`config.mk`:
```
export PLATFORM = sky130hd
export DESIGN_NAME = serial_status_block
export DESIGN_NICKNAME = d
export VERILOG_FILES = /design/src/word_queue.v /design/src/prescale_divider.v /design/src/serial_status_block.v
export VERILOG_INCLUDE_DIRS = /design/src /design/src/src
export SDC_FILE = /design/constraint.sdc
export NUM_CORES = 1
export LEC_CHECK = 0
export BUFFER_PORTS_ARGS = -buffer_cell sky130_fd_sc_hd__buf_4
export CORE_AREA = 2 2 162 164
export CTS_CLUSTER_DIAMETER = 50
export DETAILED_ROUTE_END_ITERATION = 10
export DIE_AREA = 0 0 164 166
export MAX_ROUTING_LAYER = met4
export PLACE_DENSITY = 0.79
export RECOVER_POWER = 50
export SYNTH_ARGS = -nofsm -noshare
export SYNTH_HDL_FRONTEND = slang
export SYNTH_SLANG_ARGS = --single-unit
```
`constraint.sdc`:
```
create_clock -name CLOCK -period 5.29 [get_ports CLOCK]
set_input_delay 0.7935 -clock CLOCK [delete_from_list [all_inputs] [get_ports CLOCK]]
set_output_delay 0.7935 -clock CLOCK [all_outputs]
set_load 0.005 [all_outputs]
```
`src/serial_status_map.vh`:
```
// Register offsets, field positions and constants of the serial port status block
`ifndef SERIAL_STATUS_MAP_VH
`define SERIAL_STATUS_MAP_VH

`define OFS_DATA_PORT      12'h008
`define OFS_PORT_STATUS    12'h00C
`define OFS_CLOCK_PRESCALE 12'h010
`define OFS_INT_MASK       12'h014
`define OFS_RAW_STATUS     12'h018
`define OFS_MASKED_STATUS  12'h01C
`define OFS_INT_CLEAR      12'h020
`define OFS_CONTROL        12'h024

`define ST_BUSY      4
`define ST_RX_FULL   3
`define ST_RX_NEMPTY 2
`define ST_TX_NFULL  1
`define ST_TX_EMPTY  0

`define IRQ_TX_LEVEL   3
`define IRQ_RX_LEVEL   2
`define IRQ_RX_TIMEOUT 1
`define IRQ_RX_OVERRUN 0

`define CTL_ENABLE 0

`define QUEUE_DEPTH  8
`define QUEUE_HALF   4'h4
`define QUEUE_FULL   4'h8
`define LEVEL_W      4
`define DATA_W       16
`define PRESCALE_RST 8'h00
`define MASK_RST     4'h0
`define ZERO32       32'h00000000

`endif

```
`src/word_queue.v`:
```
// Sixteen-bit queue of eight entries with push, pop and a fill level
`timescale 1ns/10ps
`default_nettype none
`include "serial_status_map.vh"
module word_queue (
  input  wire                clk,    // System clock
  input  wire                rst,    // Asynchronous reset, high
  input  wire                push,   // Write one entry
  input  wire [`DATA_W-1:0]  din,    // Entry to write
  input  wire                pop,    // Remove head entry
  output wire [`DATA_W-1:0]  dout,   // Head entry
  output reg  [`LEVEL_W-1:0] level   // Entries held
);
  reg  [`DATA_W-1:0] mem [0:`QUEUE_DEPTH-1];
  reg  [2:0]         wr_ptr;
  reg  [2:0]         rd_ptr;
  wire               do_push;
  wire               do_pop;

  assign do_pop  = pop && (level != 4'h0);
  assign do_push = push && ((level != `QUEUE_FULL) || do_pop);
  assign dout    = mem[rd_ptr];

  always @(posedge clk)
  begin
    if (do_push)
      mem[wr_ptr] <= din;
  end

  always @(posedge clk or posedge rst)
  begin
    if (rst)
    begin
      wr_ptr <= 3'h0;
      rd_ptr <= 3'h0;
      level  <= 4'h0;
    end
    else
    begin
      if (do_push)
        wr_ptr <= wr_ptr + 3'h1;
      if (do_pop)
        rd_ptr <= rd_ptr + 3'h1;
      if (do_push && !do_pop)
        level <= level + 4'h1;
      else if (do_pop && !do_push)
        level <= level - 4'h1;
    end
  end
endmodule
`default_nettype wire

```
`src/prescale_divider.v`:
```
// Even divider producing the one-cycle port clock tick from the system clock
`timescale 1ns/10ps
`default_nettype none
`include "serial_status_map.vh"
module prescale_divider (
  input  wire       clk,      // System clock
  input  wire       rst,      // Asynchronous reset, high
  input  wire       run,      // Divider running
  input  wire [7:0] divisor,  // Even divisor, two or more
  output reg        tick,     // One pulse every divisor cycles
  output reg        level     // Divided clock, half period high
);
  reg [7:0] count;

  always @(posedge clk or posedge rst)
  begin
    if (rst)
    begin
      count <= 8'h00;
      tick  <= 1'b0;
      level <= 1'b0;
    end
    else if (!run || divisor < 8'h02)
    begin
      count <= 8'h00;
      tick  <= 1'b0;
      level <= 1'b0;
    end
    else if (count >= divisor - 8'h01)
    begin
      count <= 8'h00;
      tick  <= 1'b1;
      level <= 1'b1;
    end
    else
    begin
      count <= count + 8'h01;
      tick  <= 1'b0;
      if (count == {1'b0, divisor[7:1]} - 8'h01)
        level <= 1'b0;
    end
  end
endmodule
`default_nettype wire

```
`src/serial_status_block.v`:
```
// Status flags, prescaler and interrupt sources of a synchronous serial port
// Overview of operation
// Busy while shifting or transmit queue holds data
// Status bit 3: receive queue full
// Status bit 2: receive queue not empty
// Status bit 1: transmit queue not full
// Status bit 0: transmit queue empty
// Software programs even divisor two to 254
// Divisor bit zero always held at zero
// System clock divided by programmed divisor
// Mask readable, one enables, resets zero
// Mask bits: tx 3, rx 2, timeout 1, overrun 0
// Raw bit 3: transmit queue half or less
// Raw bit 2: receive queue half or more
// Raw bit 1: timeout sticky until cleared
// Raw bit 0: overrun sticky until cleared
// Raw status read-only, unmasked values
// Masked status is raw AND mask
// Clear register: bit 1 timeout, bit 0 overrun
// Data read pops receive, write pushes transmit
// Disable port before reprogramming control registers
// Level sources follow occupancy, no clear bit
// Interrupt output ORs the masked bits
//
// The APB register port was left to the implementer.
`timescale 1ns/10ps
`default_nettype none
`include "serial_status_map.vh"
module serial_status_block (
  input  wire               CLOCK,          // System clock, 250 MHz
  input  wire               SYS_RST,        // Asynchronous reset, high
  input  wire               PSEL,           // APB select
  input  wire               PENABLE,        // APB access phase
  input  wire               PWRITE,         // APB direction, high write
  input  wire [11:0]        PADDR,          // APB byte address
  input  wire [31:0]        PWDATA,         // APB write data
  output reg  [31:0]        PRDATA,         // APB read data
  output reg                PREADY,         // APB ready
  output reg                PSLVERR,        // APB error, unmapped
  input  wire               SHIFTER_ACTIVE, // Frame being shifted
  input  wire               TX_TAKE,        // Shifter takes tx entry
  output reg  [`DATA_W-1:0] TX_HEAD,        // Head of transmit queue
  output reg                TX_HEAD_VALID,  // Transmit queue not empty
  input  wire               RX_PUT,         // Shifter delivers rx entry
  input  wire [`DATA_W-1:0] RX_WORD,        // Received entry
  input  wire               RX_TIMEOUT,     // Receive time-out event
  output reg                PORT_ENABLE,    // Port enabled
  output reg                PORT_TICK,      // Divided clock tick
  output reg                PORT_CLOCK,     // Divided clock level
  output reg                INTERRUPT       // Combined interrupt
);
  reg  [7:0]          prescale_reg;
  reg  [3:0]          mask_reg;
  reg                 timeout_reg;
  reg                 overrun_reg;
  reg                 enable_reg;
  reg  [31:0]         rdata_next;
  reg                 err_next;
  wire [`LEVEL_W-1:0] tx_level;
  wire [`LEVEL_W-1:0] rx_level;
  wire [`DATA_W-1:0]  tx_dout;
  wire [`DATA_W-1:0]  rx_dout;
  wire                div_tick;
  wire                div_level;
  wire [3:0]          raw_status;
  wire [3:0]          masked_status;
  wire [4:0]          port_status;
  wire                setup;
  wire                wr_acc;
  wire                rd_acc;
  wire                tx_push;
  wire                rx_pop;
  wire                rx_overflow;
  wire                clr_timeout;
  wire                clr_overrun;

  // Address match against a register offset
  function hit;
    input [11:0] addr;
    input [11:0] ofs;
    begin
      hit = (addr[11:2] == ofs[11:2]);
    end
  endfunction

  // Transfer is taken in the setup cycle; answer comes in the access phase
  assign setup  = PSEL && !PENABLE;
  assign wr_acc = setup && PWRITE;
  assign rd_acc = setup && !PWRITE;

  assign tx_push = wr_acc && hit(PADDR, `OFS_DATA_PORT);
  assign rx_pop  = rd_acc && hit(PADDR, `OFS_DATA_PORT);

  word_queue tx_queue (
    .clk   (CLOCK),
    .rst   (SYS_RST),
    .push  (tx_push),
    .din   (PWDATA[`DATA_W-1:0]),
    .pop   (TX_TAKE),
    .dout  (tx_dout),
    .level (tx_level)
  );

  word_queue rx_queue (
    .clk   (CLOCK),
    .rst   (SYS_RST),
    .push  (RX_PUT),
    .din   (RX_WORD),
    .pop   (rx_pop),
    .dout  (rx_dout),
    .level (rx_level)
  );

  prescale_divider divider (
    .clk     (CLOCK),
    .rst     (SYS_RST),
    .run     (enable_reg),
    .divisor (prescale_reg),
    .tick    (div_tick),
    .level   (div_level)
  );

  // Overflow: entry arrives while the receive queue is full and not popped
  assign rx_overflow = RX_PUT && (rx_level == `QUEUE_FULL) && !rx_pop;

  assign port_status[`ST_BUSY]      = SHIFTER_ACTIVE ||
                                      (tx_level != 4'h0);
  assign port_status[`ST_RX_FULL]   = (rx_level == `QUEUE_FULL);
  assign port_status[`ST_RX_NEMPTY] = (rx_level != 4'h0);
  assign port_status[`ST_TX_NFULL]  = (tx_level != `QUEUE_FULL);
  assign port_status[`ST_TX_EMPTY]  = (tx_level == 4'h0);

  assign raw_status[`IRQ_TX_LEVEL]   =
           (tx_level <= `QUEUE_HALF);
  assign raw_status[`IRQ_RX_LEVEL]   =
           (rx_level >= `QUEUE_HALF);
  assign raw_status[`IRQ_RX_TIMEOUT] = timeout_reg;
  assign raw_status[`IRQ_RX_OVERRUN] = overrun_reg;
  assign masked_status = raw_status & mask_reg;

  assign clr_timeout = wr_acc && hit(PADDR, `OFS_INT_CLEAR) &&
                       PWDATA[`IRQ_RX_TIMEOUT];
  assign clr_overrun = wr_acc && hit(PADDR, `OFS_INT_CLEAR) &&
                       PWDATA[`IRQ_RX_OVERRUN];

  always @*
  begin
    rdata_next = `ZERO32;
    err_next   = 1'b0;
    if (hit(PADDR, `OFS_DATA_PORT))
      rdata_next[`DATA_W-1:0] = PWRITE ? 16'h0000 : rx_dout;
    else if (hit(PADDR, `OFS_PORT_STATUS))
      rdata_next[4:0] = port_status;
    else if (hit(PADDR, `OFS_CLOCK_PRESCALE))
      rdata_next[7:0] = prescale_reg;
    else if (hit(PADDR, `OFS_INT_MASK))
      rdata_next[3:0] = mask_reg;
    else if (hit(PADDR, `OFS_RAW_STATUS))
      rdata_next[3:0] = raw_status;
    else if (hit(PADDR, `OFS_MASKED_STATUS))
      rdata_next[3:0] = masked_status;
    else if (hit(PADDR, `OFS_INT_CLEAR))
      rdata_next = `ZERO32;
    else if (hit(PADDR, `OFS_CONTROL))
      rdata_next[`CTL_ENABLE] = enable_reg;
    else
      err_next = 1'b1;
  end

  // APB answer: one wait-free access phase, data latched at setup
  always @(posedge CLOCK or posedge SYS_RST)
  begin
    if (SYS_RST)
    begin
      PRDATA  <= `ZERO32;
      PREADY  <= 1'b0;
      PSLVERR <= 1'b0;
    end
    else
    begin
      PREADY  <= setup;
      PSLVERR <= setup && err_next;
      if (rd_acc)
        PRDATA <= rdata_next;
      else if (setup)
        PRDATA <= `ZERO32;
    end
  end

  // Writable registers; raw and masked status ignore writes
  always @(posedge CLOCK or posedge SYS_RST)
  begin
    if (SYS_RST)
    begin
      prescale_reg <= `PRESCALE_RST;
      mask_reg     <= `MASK_RST;
      enable_reg   <= 1'b0;
    end
    else if (wr_acc)
    begin
      if (hit(PADDR, `OFS_CLOCK_PRESCALE))
        prescale_reg <= {PWDATA[7:1], 1'b0};
      if (hit(PADDR, `OFS_INT_MASK))
        mask_reg <= PWDATA[3:0];
      if (hit(PADDR, `OFS_CONTROL))
        enable_reg <= PWDATA[`CTL_ENABLE];
    end
  end

  // Sticky sources: a new event in the clear cycle wins
  always @(posedge CLOCK or posedge SYS_RST)
  begin
    if (SYS_RST)
    begin
      timeout_reg <= 1'b0;
      overrun_reg <= 1'b0;
    end
    else
    begin
      if (RX_TIMEOUT)
        timeout_reg <= 1'b1;
      else if (clr_timeout)
        timeout_reg <= 1'b0;
      if (rx_overflow)
        overrun_reg <= 1'b1;
      else if (clr_overrun)
        overrun_reg <= 1'b0;
    end
  end

  // Registered outputs
  always @(posedge CLOCK or posedge SYS_RST)
  begin
    if (SYS_RST)
    begin
      INTERRUPT     <= 1'b0;
      PORT_ENABLE   <= 1'b0;
      PORT_TICK     <= 1'b0;
      PORT_CLOCK    <= 1'b0;
      TX_HEAD       <= 16'h0000;
      TX_HEAD_VALID <= 1'b0;
    end
    else
    begin
      INTERRUPT     <= |masked_status;
      PORT_ENABLE   <= enable_reg;
      PORT_TICK     <= div_tick;
      PORT_CLOCK    <= div_level;
      TX_HEAD       <= tx_dout;
      TX_HEAD_VALID <= (tx_level != 4'h0) && !TX_TAKE;
    end
  end
endmodule
`default_nettype wire

```
==> results.cfg, run 1 <==
[job]
max-cap-violations = 2

[setup_path]
path_class = input port to flop
cp_data_required_time_ns = 5.68
cp.arrival_ns = 4.23
cp_max_fo = 9
setup.worst_path.end_class = flop
start_kind = input port

[synth]
ys_ff_latch = 339
ys.flop_type = edfxtp_1
async_flop_share_pct = 24.48
seq_area_frac_synth_pct = 70.52
synthCells = 764
synth-compound-area-share_pct = 3.623
synth_warnings = 0
synth.area.mux_share_pct = 14.01
synth_edf_count = 256
synth_simple_gate_area_share_pct = 4.934
ys_types = 62
synth_xor_area_share_pct = 2.404
syn_avg_cell_area_um2 = 18.12
synth_top_family_by_area = multiplexers
synthAdderAreaFrac_pct = 2.006
synth_area_mm2 = 0.01385

[power]
p_switching_mw = 1.717
ir_drop_mv = 0.3117
p_leak_nw = 5.602
sw_frac_of_total_pct = 24.80
intPower_mw = 5.205
p_seq_share_pct = 49.4
power_density_mw_per_mm2 = 434.0
pwr-share-comb_pct = 15.1
total_power_mw = 6.922
power_frac_clock_pct = 35.6

[global_route]
grt_max_degree = 45
grt_pass1_wl_um = 43140
grt_pass1_vias = 7583
grt-ovfl-total = 0
grtUsageTotal_pct = 21.61
antenna_found_initial = 0

[clock_tree]
clk_pin_slew_ns = 0.06
cts-root-buf = clkbuf_16
cts_tree = yes
clk_latency_ns = 0.53
htreeDepth = 2
post_cts_buffers = 0
cts.repair.resized = 0
cts.sinks = 339
cts_made_buffers = 35
ctsHoldBuffers = 0
clk_path_buf_depth = 3

[floorplan]
io_pins = 124
die_h_um = 166
core_area_mm2 = 0.02562
start_util_pct = 54.06
fp.dieArea_mm2 = 0.02722
rows = 59
die_w_um = 164

[detailed_routing]
via_per_inst = 5.867
drc = 0
first_iter_violations = 676
detail-route-antenna-nets = 0
vias = 7246
drt-total-wl_um = 28160
routedWlPerCell_um = 22.80
first_pass_iters = 4

[sta]
holdWs_ns = 0.3503
relSlewSlack_pct = -41.42
clock.fmax_mhz = 260.5
period_needed_ns = 3.839
rsz0062_at_grt = no
finClkSkew_ns = 0.01768
setup_viol = 0
fin_setup_tns_ns = 0
worst_slew_pin_slew_ns = 2.110
finalCritPeriodShare_pct = 72.58
slew_viol_final = 76
finalHoldViolCount = 0

[layout]
area_growth_pct = 15.18
fin_nets = 963
layout-drive-gt1-share_pct = 27.56
top_regs = rx_queue.mem x128, tx_queue.mem x128
final_cell_mix = edfxtp_1 (256), dfrtp_1 (80), buf_4 (70)
fillCellCount = 1741
final_common_cell = edfxtp_1
diodes = 0

[min_path]
hold_class = flop to flop

[status]
failed_checks = max-capacitance violations, max-slew violations
status = complete, but fails checks

[placed_design]
detailed_place_hpwl_um = 16650
gp_congestion = 0.8584
portBuffers = 89
## power by group through the flow
stage | clock, mW | sequential [mW] | combinational, mW
final | 2.46 | 3.42 | 1.04
after global routing | 2.60 | 3.45 | 1.14
after CTS | 2.50 | 3.42 | 1.06
after detailed placement | 0 | 3.47 | 1.05
after global placement | 0 | 3.45 | 1.03
after floorplan | 0 | 3.30 | 0.823
## synthesized netlist by cell type, drive strengths merged, types with 14 or more instances
master | instances | area [um2]
mux2i | 15 | 150.1
xor2 | 14 | 122.6
ha | 19 | 237.7
edfxtp | 256 | 7687
dfrtp | 83 | 2077
nor3 | 15 | 75.07
nor2 | 20 | 77.58
inv | 14 | 52.55
o21ai | 23 | 115.1
mux2 | 31 | 349.1
clkbuf | 18 | 87.59
mux4 | 64 | 1441
xnor2 | 24 | 210.2
nand2 | 33 | 123.9
buf | 34 | 202.7
## critical path: stages
cell,delay (ns)
buf_4,0.11
nor4_1,0.94
nand3_1,0.47
a311oi_4,0.58
ha_1,0.29
inv_1,0.09
ha_1,0.28
a21o_1,0.18
a21oi_1,0.16
xnor2_1,0.13
nor2_1,0.06
xor2_1,0.14
## final cells by class
| cell class | count | area, um2 | share of cell area, % |
|---|---|---|---|
| inverter | 14 | 53.80 | 0.3373 |
| timing repair buffer | 109 | 690.7 | 4.330 |
| multi-input combinational | 374 | 3846 | 24.12 |
| clock inverter | 13 | 183.9 | 1.153 |
| tap | 335 | 419.2 | 2.628 |
| clock buffer | 51 | 987.2 | 6.190 |
| sequential | 339 | 9768 | 61.25 |
## routing by layer
metal	GRT usage, %	wire length, um	vias up
met5	-	0	-
met2	35.46	14240	268
met4	5.606	567	0
met1	28.15	11400	3733
met3	3.921	1951	43
li1	-	-	3202
## final timing paths
| path | cells past startpoint | start | slack [ns] | endpoint |
|---|---|---|---|---|
| max reg2reg | 12 | rx_queue.level[0]$_DFFE_PP0P_ | 2.15 | rx_queue.level[3]$_DFFE_PP0P_ |
| max | 12 | PADDR[11] | 1.45 | tx_queue.level[3]$_DFFE_PP0P_ |
| min in group asynchronous | 2 | SYS_RST | 0.84 | TX_HEAD[13]$_DFF_PP0_ |
| max in group asynchronous | 3 | SYS_RST | 3.05 | rx_queue.rd_ptr[0]$_DFFE_PP0P_ |
| min | 0 | divider.tick$_DFF_PP0_ | 0.35 | PORT_TICK$_DFF_PP0_ |
| min reg2reg | 0 | divider.tick$_DFF_PP0_ | 0.35 | PORT_TICK$_DFF_PP0_ |
## per-stage QoR
stage                     cell area [um2]  cells  setup slack (ns)  util [%]
after global placement              14920   1171             1.671     58.26
after detailed placement            14920   1171             1.598     58.26
after floorplan                     13900    779             1.226         -
after global routing                15950   1235             1.222     62.26
after CTS                           16090   1235             2.131     62.83
final                               15950   1235             1.451     62.26
## cells by family after synthesis
kind of cell	after synthesis
AO/OA/AOI/OAI	69
XOR/XNOR	38
adder cells (fa/ha/maj)	21
buffers and inverters	66
flip-flops	339
multiplexers	110
other	1
AND/OR/NAND/NOR	120
Note: power is estimated with default switching activity, not from simulation.
==> inputs of run 2 (changes only) <==
- ABC_AREA: not set -> 1
- CORE_AREA: 2 2 162 164 -> 2 2 164 166
- DIE_AREA: 0 0 164 166 -> 0 0 166 168
- clock period: 5.29 -> 3.7 ns (I/O delays scaled with it)
==> run 2 against run 1 <==
Compared with the run above: the flow still finishes with violations (max-capacitance violations, max-slew violations); non-clock buffer count grew 5; first-iteration DRC count grew 47%; sequential share of layout area shrank 1.8 points; clock-buffer cell count is the same; critical path depth grew 4; synthesized cell count grew 63%; die area grew 2.4%; area after synthesis grew 2.8%; register-to-register slack lost 1.2 ns; critical path type unchanged; critical endpoint unchanged; largest power group unchanged.
==> results.cfg, run 2 <==
[status]
status = complete, but fails checks
failed_checks = max-capacitance violations, max-slew violations

[synth]
synth_simple_gate_area_share_pct = 14.88
async_flop_share_pct = 24.48
synth-compound-area-share_pct = 9.158
synth_top_area_cell = edfxtp_1
ys_types = 45
synthTopCellsByCount = edfxtp_1 (256), nor2_1 (219), nand2_1 (168), o21ai_0 (134), dfrtp_1 (83)
synth_top_family_by_area = simple AND/OR/NAND/NOR gates
ys.flop_type = edfxtp_1
ys_ff_latch = 339
synthCells = 1246
syn_avg_cell_area_um2 = 11.43
seq_area_frac_synth_pct = 68.59
synth.area.mux_share_pct = 0.1582
ys_top_cells_by_area = edfxtp_1 (54%), dfrtp_1 (15%), nor2_1 (5.8%)
post-synth-top-count-cell = edfxtp_1
netlist.area_leader.share_pct = 54.00
synth_warnings = 0
synthAdderAreaFrac_pct = 1.951
synth_area_mm2 = 0.01424
synth_edf_count = 256
synth_xor_area_share_pct = 1.169

[power]
ir_drop_mv = 0.4756
power_density_mw_per_mm2 = 628.7
p_leak_nw = 6.376

[placed_design]
gp_congestion = 0.9271
detailed_place_hpwl_um = 17960
portBuffers = 89
dpl_cell_area_mm2 = 0.01531

[floorplan]
start_util_pct = 54.03
rows = 60
die_w_um = 166
fp.dieArea_mm2 = 0.02789
io_pins = 124
die_h_um = 168
core_area_mm2 = 0.02635

[sta]
fin_setup_tns_ns = 0
worst_slew_pin_slew_ns = 2.056
slew_viol_final = 44
setup_viol = 0
rsz0062_at_grt = no
finalHoldViolCount = 0
clock.fmax_mhz = 343.8
period_needed_ns = 2.908
relSlewSlack_pct = -37.81
finalCritPeriodShare_pct = 78.60
finClkSkew_ns = 0.02138

[clock_tree]
clk_pin_slew_ns = 0.06
post_cts_buffers = 0
cts-root-buf = clkbuf_16
clk_latency_ns = 0.53
clk_path_buf_depth = 3
ctsHoldBuffers = 0
htreeDepth = 2
cts_made_buffers = 39
cts.repair.resized = 0
cts_tree = yes
cts.sinks = 339

[detailed_routing]
vias = 9491
drc = 0
routedWlPerCell_um = 17.83
via_per_inst = 5.512
detail-route-antenna-nets = 0
first_iter_violations = 991
first_pass_iters = 5
drt-total-wl_um = 30710

[min_path]
hold_class = input port to flop
hold_path_startpoint = TX_TAKE

[global_route]
grt_use_met3_pct = 3.644
grt-busiest-layer = met2
met2_usage_pct = 39.02
grtUsageTotal_pct = 22.74
antenna_found_initial = 0
grt_pass1_wl_um = 48730
grt_max_degree = 66
grt_pass1_vias = 9488
grt_util_met1_pct = 27.56
grt-ovfl-total = 0

[setup_path]
cp_slowest_cell = nor2_1
timing.rr.start = rx_queue.level[1]$_DFFE_PP0P_
start_kind = input port
cpLargestDelayFamily = simple AND/OR/NAND/NOR gates
path_cells = clkbuf_4 -> nor2_1 -> inv_1 -> nor2_1 -> nand2_1 -> nor2_4 -> ha_1 -> inv_1 -> ha_1 -> nand2_1 -> nand2_1 -> a21oi_1 -> nor2_1 -> nor2_1 -> nand2_1 -> xor2_1
path_class = input port to flop
cp_data_required_time_ns = 4.11
setup.worst_path.end_class = flop
cp.buffers_inverters = 3
crit_start = PENABLE
cp_max_fo = 17
cp.arrival_ns = 3.31
cpPeakStageDelay_ns = 0.45

[layout]
top_regs = rx_queue.mem x128, tx_queue.mem x128
seqCellArea_mm2 = 0.009766
diodes = 0
final_cell_area_mm2 = 0.01644
layout-drive-gt1-share_pct = 13.18
fin_nets = 1440
multi_input_area_mm2 = 0.003989
fillCellCount = 2003
area_growth_pct = 15.49
final_cell_mix = edfxtp_1 (256), nor2_1 (222), nand2_1 (169)
final_common_cell = edfxtp_1

[job]
max-cap-violations = 1
## run 2: through the flow
step / power, mW / instances / hold slack, ns / worst slack [ns] / utilization (%)
floorplan: 5.958 / 1261 / 0.3312 / 0.8418 / -
global placement: 6.554 / 1650 / 0.3346 / 0.7734 / 58.10
detailed placement: 6.633 / 1650 / 0.3347 / 0.6763 / 58.10
CTS: 10.42 / 1722 / 0.1249 / 0.9257 / 62.96
global route: 10.80 / 1722 / 0.1893 / 0.5986 / 62.39
finish: 10.34 / 1722 / 0.1952 / 0.7917 / 62.39
## run 2: layout make-up
type	count	share of cell area [%]
clock buffer	51	6.461
clock inverter	21	1.332
inverter	66	1.522
multi-input combinational	790	24.26
sequential	339	59.40
tap	341	2.595
timing repair buffer	114	4.429
## run 2: power breakdown
part	switching, mW	internal, mW	total (mW)
combinational	1.24	0.654	1.90
clock	1.52	2.26	3.79
sequential	0.149	4.50	4.65
total	2.92	7.42	10.3
## run 2: worst reg2reg max path, cell delays in order, from the launching register on
cell and delay [ns]:
dfrtp_1 0.43, nor2_1 0.13, nand2_1 0.11, nor2_1 0.25
o21ai_2 0.10, nand2_2 0.17, clkinv_2 0.14, ha_1 0.24
inv_1 0.12, ha_1 0.25, a21o_1 0.19, a21oi_1 0.16
nor2_1 0.06, nor2_1 0.08, nand2_1 0.07, xor2_1 0.14
## run 2: kinds of logic (layout without fill, tap and decap cells)
family	after synthesis	in the layout
compound gates	232	232
xor+xnor	19	19
fa+ha+maj	21	21
buf+inv	132	252
flops	339	339
mux	2	2
other cells	1	16
simple gates	500	500
## run 2: path summary, 6_finish.rpt
path	to	slack (ns)	depth (start not counted)
setup / recovery	tx_queue.level[3]$_DFFE_PP0P_	0.79	16
hold / removal	TX_HEAD_VALID$_DFF_PP0_	0.20	2
setup reg to reg	rx_queue.level[3]$_DFFE_PP0P_	0.95	15
hold reg to reg	PORT_TICK$_DFF_PP0_	0.35	0
max in group asynchronous	timeout_reg$_DFFE_PP0P_	1.16	3
min in group asynchronous	TX_HEAD[6]$_DFF_PP0_	0.57	2
## run 2: routing by layer
layer / up-vias / share of wire [%]
li1: 4537 / -
met1: 4529 / 40
met2: 350 / 51
met3: 75 / 6.4
met4: 0 / 2.8
met5: - / 0
==> inputs of run 3 (changes only) <==
- clock period: 3.7 -> 2.8 ns (I/O delays scaled with it)
==> run 3 against run 2 <==
Compared with the run above: first-iteration DRC count shrank 16%; core utilization up 0.29 points; hold slack got worse by 0.10 ns; combinational power is 33% higher; design area up 0.47%; via count grew 0.84%; the run still ends with max-capacitance violations, max-slew violations left; clock skew fell by 0.0036 ns; critical path depth shrank 1; largest power group unchanged.
==> results.cfg, run 3 (synthesis gave the netlist of run 2 again) <==
[placed_design]
detailed_place_hpwl_um = 18860
gp_congestion = 0.8653
pre_cts_slack_ns = 0.09849
portBuffers = 89

[setup_path]
cp.buffers_inverters = 2
path_class = flop to flop
cp_data_required_time_ns = 3.20
worstSetupPathDepth = 15
setup.worst_path.end_class = flop
crit_top_cell = nor2_1
start_kind = flop
cpLargestDelayFamily = simple AND/OR/NAND/NOR gates
cp_slowest_cell = dfrtp_1
cpPeakStageDelay_ns = 0.42
reg2reg_depth = 15
path_cells = nor2_1 -> nand2_1 -> nor2_1 -> o21ai_2 -> nand2_2 -> clkinv_2 -> ha_1 -> inv_1 -> ha_1 -> a21o_1 -> a21oi_1 -> nor2_1 -> nor2_1 -> nand2_1 -> xor2_1
cp_max_fo = 4
cp.arrival_ns = 2.94

[clock_tree]
htreeDepth = 2
post_cts_buffers = 0
cts.sinks = 339
cts.repair.resized = 0
cts-root-buf = clkbuf_16
clk_path_buf_depth = 3
cts_tree = yes
clk_pin_slew_ns = 0.06
ctsHoldBuffers = 0
cts_made_buffers = 37
clk_latency_ns = 0.51

[status]
status = complete, but fails checks
failed_checks = max-capacitance violations, max-slew violations

[sta]
fin_setup_tns_ns = 0
slew_viol_final = 42
clock.fmax_mhz = 392.5
rsz0062_at_grt = no
finalHoldViolCount = 0
period_needed_ns = 2.548
finClkSkew_ns = 0.01775
worst_slew_pin_slew_ns = 2.038
fin_ws_ns = 0.2521
setup_viol = 0
relSlewSlack_pct = -36.60
finalCritPeriodShare_pct = 91.00

[global_route]
antenna_found_initial = 0
grt_pass1_vias = 9488
grt-ovfl-total = 0
grtUsageTotal_pct = 22.37
grt_max_degree = 66
grt_pass1_wl_um = 48220

[layout]
final_common_cell = edfxtp_1
fin_util_pct = 62.69
diodes = 0
area_growth_pct = 16.03
multi_input_area_mm2 = 0.003975
final_cell_mix = edfxtp_1 (256), nor2_1 (222), nand2_1 (170)
top_regs = rx_queue.mem x128, tx_queue.mem x128
fillCellCount = 1976
seqCellArea_mm2 = 0.009766
layout-drive-gt1-share_pct = 13.72
fin_nets = 1454

[power]
power_density_mw_per_mm2 = 822.7
p_leak_nw = 6.418
ir_drop_mv = 0.6374

[detailed_routing]
first_iter_violations = 835
via_per_inst = 5.523
drt-total-wl_um = 30280
first_pass_iters = 5
vias = 9571
routedWlPerCell_um = 17.47
drc = 0
detail-route-antenna-nets = 0

[floorplan]
io_pins = 124
die_w_um = 166
die_h_um = 168
start_util_pct = 54.03
rows = 60
fp.dieArea_mm2 = 0.02789
core_area_mm2 = 0.02635

[min_path]
hold_depth = 2
hold_class = input port to flop

[job]
max-cap-violations = 1
==> run 3: layout make-up <==
type / instances / share of cell area (%)
tap: 341 / 2.583
clock buffer: 46 / 6.128
timing repair buffer: 130 / 5.196
sequential: 339 / 59.12
multi-input combinational: 790 / 24.06
clock inverter: 21 / 1.394
inverter: 66 / 1.515
==> run 3: stage by stage <==
stage	power [mW]	instances	cell area [um2]	hold slack, ns
3_3_place_gp	8.670	1666	15450	0.3342
5_1_grt	14.22	1733	16520	0.1000
2_1_floorplan	7.874	1261	14290	0.3312
3_5_place_dp	8.799	1666	15450	0.3362
4_1_cts	13.70	1733	16700	0.003105
6_report	13.59	1733	16520	0.09143
==> run 3: final timing paths <==
check	endpoint	slack [ns]	startpoint
worst max-delay path	rx_queue.level[3]$_DFFE_PP0P_	0.25	rx_queue.level[1]$_DFFE_PP0P_
worst min-delay path	TX_HEAD_VALID$_DFF_PP0_	0.09	TX_TAKE
worst max register to register	rx_queue.level[3]$_DFFE_PP0P_	0.25	rx_queue.level[1]$_DFFE_PP0P_
worst min register to register	PORT_TICK$_DFF_PP0_	0.35	divider.tick$_DFF_PP0_
max in group asynchronous	timeout_reg$_DFFE_PP0P_	0.81	SYS_RST
min in group asynchronous	TX_HEAD[4]$_DFF_PP0_	0.45	SYS_RST
==> run 3: layer usage <==
layer  wire [um]  GRT usage [%]  up-vias  share of wire (%)
met1       11780          27.05     4607                 39
met3        1949          3.220       78                6.4
met2       15620          38.55      330                 52
met5           0              -        -                  0
met4         935          8.355        0                3.1
li1            -              -     4556                  -
==> run 3: power breakdown <==
| group | switching [mW] | internal (mW) |
|---|---|---|
| registers | 0.208 | 5.95 |
| logic | 1.60 | 0.916 |
| clock network | 1.95 | 2.96 |
==> run 3: worst reg2reg max path, cell delays in order (launching register included) <==
cell,delay [ns]
dfrtp_1,0.42
nor2_1,0.13
nand2_1,0.11
nor2_1,0.25
o21ai_2,0.10
nand2_2,0.08
clkinv_2,0.06
ha_1,0.21
inv_1,0.12
ha_1,0.25
a21o_1,0.19
a21oi_1,0.17
nor2_1,0.06
nor2_1,0.08
nand2_1,0.07
xor2_1,0.14
